==> config.mk <==
export PLATFORM = sky130hd
export DESIGN_NAME = quad_comparator_control
export DESIGN_NICKNAME = d
export VERILOG_FILES = /design/src/rtl/cmp_ctl_pkg.sv /design/src/rtl/cmp_pin_sync.sv /design/src/rtl/cmp_edge_chan.sv /design/src/rtl/quad_comparator_control.sv
export SDC_FILE = /design/constraint.sdc
export NUM_CORES = 1
export LEC_CHECK = 0
export BUFFER_PORTS_ARGS = -buffer_cell sky130_fd_sc_hd__buf_4
export CAP_MARGIN = 5
export CORE_MARGIN = 3
export CORE_UTILIZATION = 55
export CTS_CLUSTER_SIZE = 28
export DETAILED_ROUTE_END_ITERATION = 6
export PLACE_DENSITY = 0.88
export SLEW_MARGIN = 20
export SYNTH_ARGS = -nofsm -noshare
export SYNTH_HDL_FRONTEND = slang
export SYNTH_SLANG_ARGS = --single-unit
==> constraint.sdc <==
create_clock -name i_clk_sys -period 3.9 [get_ports i_clk_sys]
set_input_delay 0.195 -clock i_clk_sys [delete_from_list [all_inputs] [get_ports i_clk_sys]]
set_output_delay 0.195 -clock i_clk_sys [all_outputs]
set_load 0.01 [all_outputs]
==> src/rtl/cmp_ctl_pkg.sv <==
package cmp_ctl_pkg;
	// ------------------------------------------------------------
	// register map
	// ------------------------------------------------------------
	localparam int ADDR_W = 16;
	localparam logic [15:0] OFS_STATUS = 16'h0094;
	localparam logic [15:0] OFS_CFG_AB = 16'ha030;
	localparam logic [15:0] OFS_CFG_CD = 16'ha031;
	localparam logic [15:0] OFS_THRESHOLD_LEVEL_ZERO = 16'ha032;
	localparam logic [15:0] OFS_THRESHOLD_LEVEL_ONE = 16'ha033;
	localparam logic [15:0] OFS_IRQ_MASK = 16'ha034;
	localparam logic [7:0] RST_BYTE = 8'h00;
	localparam logic [3:0] RST_NIB = 4'h0;
	localparam logic [1:0] RST_HYS = 2'h0;
	// ------------------------------------------------------------
	// field layout of one channel nibble in the config registers
	// ------------------------------------------------------------
	localparam int NCH = 4;
	localparam int F_ON = 3;
	localparam int F_PICK = 2;
	localparam int F_IRQ = 1;
	localparam int F_INV = 0;
	localparam int NIB_W = 4;
	// status register layout
	localparam int ST_LIVE_LO = 0;
	localparam int ST_PEND_LO = 4;
	localparam int HYS_A_LO = 0;
	localparam int HYS_BCD_LO = 2;
	// hysteresis codes
	typedef enum logic [1:0] {
		HYS_OFF = 2'b00,
		HYS_10MV = 2'b01,
		HYS_20MV = 2'b10,
		HYS_30MV = 2'b11
	} hys_t;
	// ------------------------------------------------------------
	// timing
	// ------------------------------------------------------------
	localparam int CLK_MHZ = 250;
	localparam int SETTLE_US = 20;
	localparam int SETTLE_CYC = SETTLE_US * CLK_MHZ;
endpackage

==> src/rtl/cmp_pin_sync.sv <==
`timescale 1ns/1ps
module cmp_pin_sync
	import cmp_ctl_pkg::*;
(
	input wire logic i_clk_sys,
	input wire logic i_sys_rst,
	input wire logic i_ce,
	input wire logic [NCH-1:0] i_raw,
	output logic [NCH-1:0] o_sync
);
	typedef struct packed {
		logic [NCH-1:0] s1;
		logic [NCH-1:0] s2;
	} sync_t;
	sync_t q, d;
	always_comb begin
		d = q;
		if (i_ce) begin
			d.s1 = i_raw;
			d.s2 = q.s1;
		end
	end
	always_ff @(posedge i_clk_sys) begin
		if (i_sys_rst) begin
			q <= '0;
		end else begin
			q <= d;
		end
	end
	assign o_sync = q.s2;
endmodule

==> src/rtl/cmp_edge_chan.sv <==
`timescale 1ns/1ps
module cmp_edge_chan
	import cmp_ctl_pkg::*;
(
	input wire logic i_clk_sys,
	input wire logic i_sys_rst,
	input wire logic i_ce,
	input wire logic i_on,
	input wire logic i_invert,
	input wire logic i_raw,
	output logic o_live,
	output logic o_toggle
);
	typedef struct packed {
		logic live;
	} edge_t;
	edge_t q, d;
	logic cur;
	// polarity applied before status and edge detection
	assign cur = i_on & (i_raw ^ i_invert);
	always_comb begin
		d = q;
		if (i_ce) begin
			d.live = cur;
		end
	end
	always_ff @(posedge i_clk_sys) begin
		if (i_sys_rst) begin
			q <= '0;
		end else begin
			q <= d;
		end
	end
	assign o_live = q.live;
	// both directions count
	assign o_toggle = i_ce & i_on & (cur != q.live);
endmodule

==> src/rtl/quad_comparator_control.sv <==
// The strobed register port is this design's own decision.
`timescale 1ns/1ps
// What this block does
// four channels, each has an on bit; clearing it turns the channel off
// software waits 20us after enabling before trusting output or flags
// channel A pick bit chooses threshold level zero or level one
// channels B-D pick bit chooses level zero or external threshold pin
// per-channel invert bit flips result before status and edge detect
// per-channel irq allow bit lets its pending flag request interrupt
// status bits 3..0 show live outputs, zero when channel is off
// pending flags in bits 7..4 set on each live toggle while enabled
// pending flags stay set until software clears them by a write
// edge detector catches both rising and falling transitions
// channel A hysteresis code 00 off, 01 10mV, 10 20mV
// shared B-D hysteresis code 00 off, 01 10mV, 10 20mV
// two threshold registers hold 8-bit ladder DAC codes
// software should park unused threshold registers at 0x00
// pins need analog connect set and digital drivers off
// hysteresis code 11 selects 30mV
// status low-bit writes load hysteresis; writing zero clears a flag
module quad_comparator_control
	import cmp_ctl_pkg::*;
(
	input wire logic i_clk_sys,
	input wire logic i_sys_rst,
	input wire logic i_ce,
	input wire logic [ADDR_W-1:0] i_addr,
	input wire logic [7:0] i_wdata,
	input wire logic i_wr,
	input wire logic i_rd,
	output logic [7:0] o_rdata,
	input wire logic [NCH-1:0] i_cmp_raw,
	output logic [NCH-1:0] o_cmp_on,
	output logic [NCH-1:0] o_cmp_thresh_pick,
	output logic [7:0] o_threshold_level_zero,
	output logic [7:0] o_threshold_level_one,
	output hys_t o_chan_a_hysteresis,
	output hys_t o_chan_bcd_hysteresis,
	output logic [NCH-1:0] o_cmp_settled,
	output logic o_irq
);
	// ------------------------------------------------------------
	// state
	// ------------------------------------------------------------
	typedef struct packed {
		logic [7:0] cfg_ab;
		logic [7:0] cfg_cd;
		logic [7:0] threshold_level_zero;
		logic [7:0] threshold_level_one;
		logic [NCH-1:0] pending;
		logic [NCH-1:0] irq_mask;
		logic [1:0] hys_a;
		logic [1:0] hys_bcd;
		logic [7:0] rdata;
	} regs_t;
	regs_t q, d;

	logic [NCH-1:0] raw_s;
	logic [NCH-1:0] live;
	logic [NCH-1:0] toggle;
	logic [NCH-1:0] on_v;
	logic [NCH-1:0] pick_v;
	logic [NCH-1:0] allow_v;
	logic [NCH-1:0] inv_v;
	logic [NCH-1:0] settled;

	// ------------------------------------------------------------
	// per-channel fields: A,B in cfg_ab high/low, C,D in cfg_cd
	// ------------------------------------------------------------
	// settle counter wide enough to hold the full settle count
	localparam int CNT_W = $clog2(SETTLE_CYC + 1);
	genvar g;
	generate
		for (g = 0; g < NCH; g++) begin : g_ch
			logic [NIB_W-1:0] nib;
			logic [CNT_W-1:0] cnt_q;
			if (g < 2) begin : g_ab
				assign nib = q.cfg_ab[(1-g)*NIB_W +: NIB_W];
			end else begin : g_cd
				assign nib = q.cfg_cd[(3-g)*NIB_W +: NIB_W];
			end
			assign on_v[g] = nib[F_ON];
			assign pick_v[g] = nib[F_PICK];
			assign allow_v[g] = nib[F_IRQ];
			assign inv_v[g] = nib[F_INV];
			cmp_edge_chan u_edge (
				.i_clk_sys(i_clk_sys),
				.i_sys_rst(i_sys_rst),
				.i_ce(i_ce),
				.i_on(on_v[g]),
				.i_invert(inv_v[g]),
				.i_raw(raw_s[g]),
				.o_live(live[g]),
				.o_toggle(toggle[g])
			);
			// settle indicator for software's wait after enabling
			always_ff @(posedge i_clk_sys) begin
				if (i_sys_rst) begin
					cnt_q <= '0;
				end else if (i_ce) begin
					if (!on_v[g]) begin
						cnt_q <= '0;
					end else if (cnt_q != CNT_W'(SETTLE_CYC)) begin
						cnt_q <= cnt_q + CNT_W'(1);
					end
				end
			end
			assign settled[g] = (cnt_q == CNT_W'(SETTLE_CYC));
		end
	endgenerate

	cmp_pin_sync u_sync (
		.i_clk_sys(i_clk_sys),
		.i_sys_rst(i_sys_rst),
		.i_ce(i_ce),
		.i_raw(i_cmp_raw),
		.o_sync(raw_s)
	);

	// ------------------------------------------------------------
	// register file
	// ------------------------------------------------------------
	logic wr_st;
	assign wr_st = i_wr & (i_addr == OFS_STATUS);

	always_comb begin
		d = q;
		if (i_ce) begin
			if (i_wr) begin
				unique case (i_addr)
					OFS_CFG_AB: d.cfg_ab = i_wdata;
					OFS_CFG_CD: d.cfg_cd = i_wdata;
					OFS_THRESHOLD_LEVEL_ZERO: d.threshold_level_zero = i_wdata;
					OFS_THRESHOLD_LEVEL_ONE: d.threshold_level_one = i_wdata;
					OFS_IRQ_MASK: d.irq_mask = i_wdata[NCH-1:0];
					OFS_STATUS: begin
						d.hys_a = i_wdata[HYS_A_LO +: 2];
						d.hys_bcd = i_wdata[HYS_BCD_LO +: 2];
					end
					default: begin
					end
				endcase
			end
			// zero written to a flag clears it; a new toggle wins
			if (wr_st) begin
				d.pending = q.pending & i_wdata[ST_PEND_LO +: NCH];
			end
			d.pending = d.pending | toggle;
			d.rdata = RST_BYTE;
			if (i_rd) begin
				unique case (i_addr)
					OFS_CFG_AB: d.rdata = q.cfg_ab;
					OFS_CFG_CD: d.rdata = q.cfg_cd;
					OFS_THRESHOLD_LEVEL_ZERO: d.rdata = q.threshold_level_zero;
					OFS_THRESHOLD_LEVEL_ONE: d.rdata = q.threshold_level_one;
					OFS_IRQ_MASK: d.rdata = {4'h0, q.irq_mask};
					OFS_STATUS: d.rdata = {q.pending, live};
					default: d.rdata = RST_BYTE;
				endcase
			end
		end
	end

	always_ff @(posedge i_clk_sys) begin
		if (i_sys_rst) begin
			q <= '0;
		end else begin
			q <= d;
		end
	end

	// ------------------------------------------------------------
	// outputs
	// ------------------------------------------------------------
	assign o_rdata = q.rdata;
	assign o_cmp_on = on_v;
	assign o_cmp_thresh_pick = pick_v;
	assign o_threshold_level_zero = q.threshold_level_zero;
	assign o_threshold_level_one = q.threshold_level_one;
	assign o_chan_a_hysteresis = hys_t'(q.hys_a);
	assign o_chan_bcd_hysteresis = hys_t'(q.hys_bcd);
	assign o_cmp_settled = settled;
	assign o_irq = |(q.pending & allow_v & q.irq_mask);

	// ------------------------------------------------------------
	// checks
	// ------------------------------------------------------------
	a_off_live_zero: assert property (@(posedge i_clk_sys)
		disable iff (i_sys_rst) !on_v[0] ##1 !on_v[0] |-> !live[0])
		else $error("live output set on disabled channel");
	a_toggle_sets_flag: assert property (@(posedge i_clk_sys)
		disable iff (i_sys_rst) toggle[1] |=> q.pending[1])
		else $error("toggle did not set pending");
	a_flag_sticky: assert property (@(posedge i_clk_sys)
		disable iff (i_sys_rst) q.pending[2] && !wr_st |=> q.pending[2])
		else $error("pending cleared without a write");
	a_irq_gate: assert property (@(posedge i_clk_sys)
		disable iff (i_sys_rst)
		(q.pending[0] && allow_v[0] && q.irq_mask[0]) |-> o_irq)
		else $error("enabled pending did not raise irq");
	a_edge_both: assert property (@(posedge i_clk_sys)
		disable iff (i_sys_rst)
		i_ce && on_v[3] && $stable(on_v[3]) && $stable(inv_v[3])
		&& $changed(raw_s[3]) |-> toggle[3])
		else $error("edge missed");
	a_hys_load: assert property (@(posedge i_clk_sys)
		disable iff (i_sys_rst) i_ce && wr_st |=>
		q.hys_a == $past(i_wdata[1:0]))
		else $error("hysteresis not loaded");
	a_invert_flip: assert property (@(posedge i_clk_sys)
		disable iff (i_sys_rst) i_ce && on_v[0] && $stable(on_v[0])
		&& $stable(raw_s[0]) && $changed(inv_v[0]) |-> toggle[0])
		else $error("polarity flip not seen");
	a_read_status: assert property (@(posedge i_clk_sys)
		disable iff (i_sys_rst) i_ce && i_rd && i_addr == OFS_STATUS
		|=> o_rdata == {$past(q.pending), $past(live)})
		else $error("status read wrong");
	a_on_decode: assert property (@(posedge i_clk_sys)
		disable iff (i_sys_rst) i_ce && i_wr && i_addr == OFS_CFG_AB
		|=> on_v[0] == $past(i_wdata[7]))
		else $error("enable bit not decoded");

	// ------------------------------------------------------------
	// checks: register bus
	// ------------------------------------------------------------
	a_flag_clear: assert property (@(posedge i_clk_sys)
		disable iff (i_sys_rst) i_ce && wr_st && !i_wdata[ST_PEND_LO]
		&& !toggle[0] |=> !q.pending[0])
		else $error("flag not cleared by zero write");
	a_flag_keep: assert property (@(posedge i_clk_sys)
		disable iff (i_sys_rst) i_ce && wr_st
		&& i_wdata[ST_PEND_LO + 1] && q.pending[1] |=> q.pending[1])
		else $error("flag lost on one write");
	a_clear_race: assert property (@(posedge i_clk_sys)
		disable iff (i_sys_rst) wr_st && toggle[3] |=> q.pending[3])
		else $error("clear beat a new toggle");
	a_hys_bcd_load: assert property (@(posedge i_clk_sys)
		disable iff (i_sys_rst) i_ce && wr_st |=>
		q.hys_bcd == $past(i_wdata[HYS_BCD_LO +: 2]))
		else $error("shared hysteresis not loaded");
	a_cd_decode: assert property (@(posedge i_clk_sys)
		disable iff (i_sys_rst) i_ce && i_wr && i_addr == OFS_CFG_CD
		|=> on_v[3] == $past(i_wdata[F_ON]))
		else $error("channel d enable not decoded");
	a_pick_decode: assert property (@(posedge i_clk_sys)
		disable iff (i_sys_rst) i_ce && i_wr && i_addr == OFS_CFG_AB
		|=> pick_v[0] == $past(i_wdata[NIB_W + F_PICK]))
		else $error("channel a pick not decoded");
	a_pick_ext: assert property (@(posedge i_clk_sys)
		disable iff (i_sys_rst) i_ce && i_wr && i_addr == OFS_CFG_CD
		|=> pick_v[2] == $past(i_wdata[NIB_W + F_PICK]))
		else $error("channel c pick not decoded");
	a_inv_decode: assert property (@(posedge i_clk_sys)
		disable iff (i_sys_rst) i_ce && i_wr && i_addr == OFS_CFG_AB
		|=> inv_v[1] == $past(i_wdata[F_INV]))
		else $error("channel b invert not decoded");
	a_allow_decode: assert property (@(posedge i_clk_sys)
		disable iff (i_sys_rst) i_ce && i_wr && i_addr == OFS_CFG_CD
		|=> allow_v[2] == $past(i_wdata[NIB_W + F_IRQ]))
		else $error("channel c irq allow not decoded");
	a_threshold_level_zero_load: assert property (@(posedge i_clk_sys)
		disable iff (i_sys_rst) i_ce && i_wr && i_addr == OFS_THRESHOLD_LEVEL_ZERO
		|=> o_threshold_level_zero == $past(i_wdata))
		else $error("threshold zero not loaded");
	a_threshold_level_one_load: assert property (@(posedge i_clk_sys)
		disable iff (i_sys_rst) i_ce && i_wr && i_addr == OFS_THRESHOLD_LEVEL_ONE
		|=> o_threshold_level_one == $past(i_wdata))
		else $error("threshold one not loaded");
	a_rdata_idle: assert property (@(posedge i_clk_sys)
		disable iff (i_sys_rst) i_ce && !i_rd |=> o_rdata == RST_BYTE)
		else $error("read data outside its cycle");

	// ------------------------------------------------------------
	// checks: channels
	// ------------------------------------------------------------
	a_ce_freeze: assert property (@(posedge i_clk_sys)
		disable iff (i_sys_rst) !i_ce |=> $stable(q))
		else $error("state moved while clock enable low");
	a_settle_hold: assert property (@(posedge i_clk_sys)
		disable iff (i_sys_rst) settled[1] && on_v[1] |=> settled[1])
		else $error("settle flag dropped while on");
	a_settle_clear: assert property (@(posedge i_clk_sys)
		disable iff (i_sys_rst) i_ce && !on_v[1] |=> !settled[1])
		else $error("settle flag kept while off");
	a_live_follow: assert property (@(posedge i_clk_sys)
		disable iff (i_sys_rst) i_ce && on_v[1] |=>
		live[1] == ($past(raw_s[1]) ^ $past(inv_v[1])))
		else $error("live output does not follow input");
	a_live_off: assert property (@(posedge i_clk_sys)
		disable iff (i_sys_rst) i_ce && !on_v[3] |=> !live[3])
		else $error("live output not forced low");
	a_off_no_flag: assert property (@(posedge i_clk_sys)
		disable iff (i_sys_rst) i_ce && !on_v[2] && !q.pending[2]
		|=> !q.pending[2])
		else $error("flag set on disabled channel");
	a_edge_fall: assert property (@(posedge i_clk_sys)
		disable iff (i_sys_rst) i_ce && on_v[2] && live[2]
		&& !(raw_s[2] ^ inv_v[2]) |-> toggle[2])
		else $error("falling edge missed");
endmodule

==> impl_metrics.json <==
{
  "core_area_mm2": 0.009910,
  "wirelength_um": 13100,
  "design.final.nets": 709,
  "min_delay_path_depth": 3,
  "synth.yosys.seq_area_share": 0.4079,
  "ctsHtreeMaxLevel": 4,
  "insertion_delay_to_the_later_sink_of_the_worst_skew_pair_ns": 0.51,
  "worst_pin_slew_ns": 0.9213,
  "regToRegSetupSlack_ns": 1.95,
  "critical_path_maximum_fanout": 5,
  "grt_util_all_layers": 0.2366,
  "worstPathRequired_ns": 3.70,
  "totalNegativeSetupSlack_ns": 0,
  "cts_repair_resize_count": 0,
  "portBuffers": 73,
  "clkTransAtPathRegs_ns": 0.06,
  "drt.antenna.violating_nets": 0,
  "final_hold_fails": 0,
  "period_share": 0.5984,
  "detailroute.via_count": 4615,
  "grt_first_pass_wirelength_um": 21980,
  "powerDensity_mw_per_mm2": 405.1,
  "hpwlAfterDp_um": 8926,
  "std_cell_rows": 36,
  "layout.cells.most_common": "dfxtp_1",
  "hold_path.class": "in2reg",
  "die_w_um": 107.7,
  "overall_power_mw": 2.713,
  "final-setup-viol-count": 0,
  "wirelength_per_cell_um": 16.10,
  "min_cycle_time_layout_ns": 2.334,
  "largest_net_degree_at_the_start_of_global_routing": 80,
  "floorplan.initialDensity": 0.5745,
  "ioPinCount": 74,
  "vias_per_cell": 5.670,
  "number_of_cts_inserted_buffers": 17,
  "r2r_cells": 5,
  "gp_congestion": 0.9500,
  "post_synth_top_flop": "dfxtp_1",
  "grt_setup_unrepaired": "no",
  "fin_worst_hold_slack_ns": 0.1399,
  "multiInputGateArea_mm2": 0.002922,
  "fin_worst_skew_ns": 0.004449,
  "layout.area.seq_mm2": 0.002322,
  "clk_root_buffer_cell": "clkbuf_8",
  "regToRegStartpoint": "g_ch[2].cnt_q[6]",
  "leakagePower_nw": 2.625,
  "layout.cells.most_common_list": "dfxtp_1 (116), nor2_1 (108), buf_4 (73), mux2i_1 (58), nand2_1 (32)",
  "grt_overflow_total": 0,
  "final.fill_count": 745,
  "final-max-slew-violation-count": 0,
  "max-cap-violations": 0,
  "areaGrowthSynthToFinish_pct": 17.63,
  "critical_path_arrival_ns": 2.14,
  "synthesis.area_per_instance_um2": 9.080,
  "post-cts-setup-buffers": 0,
  "synthesis.nets": 668,
  "antenna_found_initial": 0,
  "timing.rr.end": "g_ch[2].cnt_q[0]",
  "grt_pass1_vias": 4651,
  "ff_latch_count_synth": 116,
  "cp-start-kind": "flip-flop",
  "ys_warn_count": 0,
  "synth_enable_flop_cells": 0,
  "final-instance-count-excl-fill": 814,
  "slew_headroom": 0.3812,
  "post_cts_hold_buffer_count": 12,
  "dieHeight_um": 107.7,
  "placedCellCount": 770,
  "fmaxAchievable_mhz": 428.5,
  "timing.hold.worst_endpoint": "o_rdata[2]",
  "syn_inst": 627,
  "share_of_post_route_cells_with_drive_strength_above_1": 0.1909,
  "clock_sink_count": 116,
  "detailedRoute.firstPassIterationCount": 5,
  "worst-setup-path-type": "reg2out",
  "detail_route.iter0.violations": 241,
  "run_status": "complete, no violations",
  "drc_errors": 0,
  "tritoncts_clock_tree": "built",
  "vdd.ir_drop.worst_uv": 252.9,
  "cts_buffer_depth": 2,
  "postSynth.asyncResetShare": 0,
  "die_area_mm2": 0.01161,
  "yosysUniqueCellTypes": 46,
  "antennaDiodeCount": 0,
  "hp-start": "i_rd",
  "syn_area_mm2": 0.005693,
  "worst_setup_path_end_kind": "output pin"
}
metrics by stage:
step,cell area [um2],setup WS [ns],utilization
6_report,6696,1.566,0.6758
5_1_grt,6696,1.491,0.6758
3_3_place_gp,6033,1.727,0.6088
3_5_place_dp,6033,1.661,0.6088
2_1_floorplan,5693,2.060,-
4_1_cts,6696,1.541,0.6758
where the power goes:
group          switching (mW)  total (mW)  internal [mW]
Clock                   0.553        1.41          0.855
Combinational          0.0642       0.112         0.0483
Sequential            0.00212        1.19           1.19
synthesized netlist by cell type (2+ instances only):
| cell type | number | area, um2 |
|---|---|---|
| xnor2_1 | 15 | 131.4 |
| a21o_1 | 6 | 45.04 |
| mux2i_1 | 58 | 580.6 |
| o22ai_1 | 3 | 18.77 |
| inv_1 | 20 | 75.07 |
| clkbuf_1 | 23 | 86.33 |
| nor3_1 | 14 | 70.07 |
| buf_2 | 2 | 10.01 |
| nand4_1 | 27 | 168.9 |
| a22oi_1 | 3 | 22.52 |
| or3_1 | 5 | 31.28 |
| nor3_2 | 6 | 60.06 |
| dfxtp_1 | 116 | 2322 |
| and3_1 | 6 | 37.54 |
| nor2_1 | 108 | 405.4 |
| buf_1 | 2 | 7.510 |
| and2_1 | 2 | 12.51 |
| mux4_2 | 5 | 112.6 |
| nand3_1 | 15 | 75.07 |
| nand4_2 | 2 | 25.02 |
| ha_1 | 8 | 100.1 |
| xor2_1 | 28 | 245.2 |
| mux2_2 | 2 | 22.52 |
| a32oi_1 | 4 | 35.03 |
| nand4b_1 | 3 | 26.28 |
| a2bb2oi_1 | 9 | 78.83 |
| or4b_2 | 7 | 70.07 |
| nand2b_1 | 8 | 50.05 |
| buf_4 | 36 | 270.3 |
| nand3b_1 | 2 | 15.01 |
| a21oi_1 | 20 | 100.1 |
| nand2_1 | 32 | 120.1 |
| o21ai_0 | 12 | 60.06 |
| a31oi_1 | 4 | 25.02 |
| nor4_4 | 2 | 42.54 |
| or4bb_1 | 2 | 22.52 |
kinds of logic after synthesis:
kind of cell / synth area share
xor gates and xnor gates: 0.06616
and+or+nand+nor: 0.2317
adders and majority gates: 0.01758
AOI/OAI and AO/OA: 0.07209
muxes: 0.1257
DFF: 0.4079
buffers and inverters: 0.07890
worst max-delay path, stage by stage, from the launching register on:
cell and delay (ns):
dfxtp_1 0.34, or4b_2 0.69, nor3_2 0.40, buf_4 0.20
routing by layer:
metal / vias up / wire length (um) / global-route usage
li1: 2234 / - / -
met1: 2198 / 5596 / 0.2939
met2: 157 / 6488 / 0.3970
met3: 26 / 760 / 0.05339
met4: 0 / 258 / 0.09468
met5: - / 0 / 0
layout make-up:
type | count | share of cell area
multi-input cells | 428 | 0.4363
flip-flops and latches | 116 | 0.3468
repair buffers | 85 | 0.09978
clock buffers | 19 | 0.06446
well taps | 133 | 0.02485
clock inverters | 13 | 0.01663
inverters | 20 | 0.01121
how the worst max path moves through the flow:
stage,start,end,slack (ns)
after floorplan,g_ch[1].cnt_q[6],g_ch[1].cnt_q[2],2.06
after global placement,i_ce,g_ch[1].nib[0],1.73
after detailed placement,i_ce,o_cmp_on[1],1.66
after CTS,g_ch[2].cnt_q[6],o_cmp_settled[2],1.54
after global routing,g_ch[3].cnt_q[6],o_cmp_settled[3],1.49
final,g_ch[2].cnt_q[6],o_cmp_settled[2],1.57
registers in the layout (all words and copies together) (netlist names):
name,count
g_ch.u_edge.o_live,4
allow_v,4
q,8
o_cmp_thresh_pick,4
u_sync.q,4
o_threshold_level_zero,8
g_ch.nib,4
o_rdata,8
o_chan_bcd_hysteresis,2
u_sync.o_sync,4
o_cmp_on,4
g_ch.cnt_q,52
o_chan_a_hysteresis,2
o_threshold_level_one,8
(Power assumes the default switching activity.)
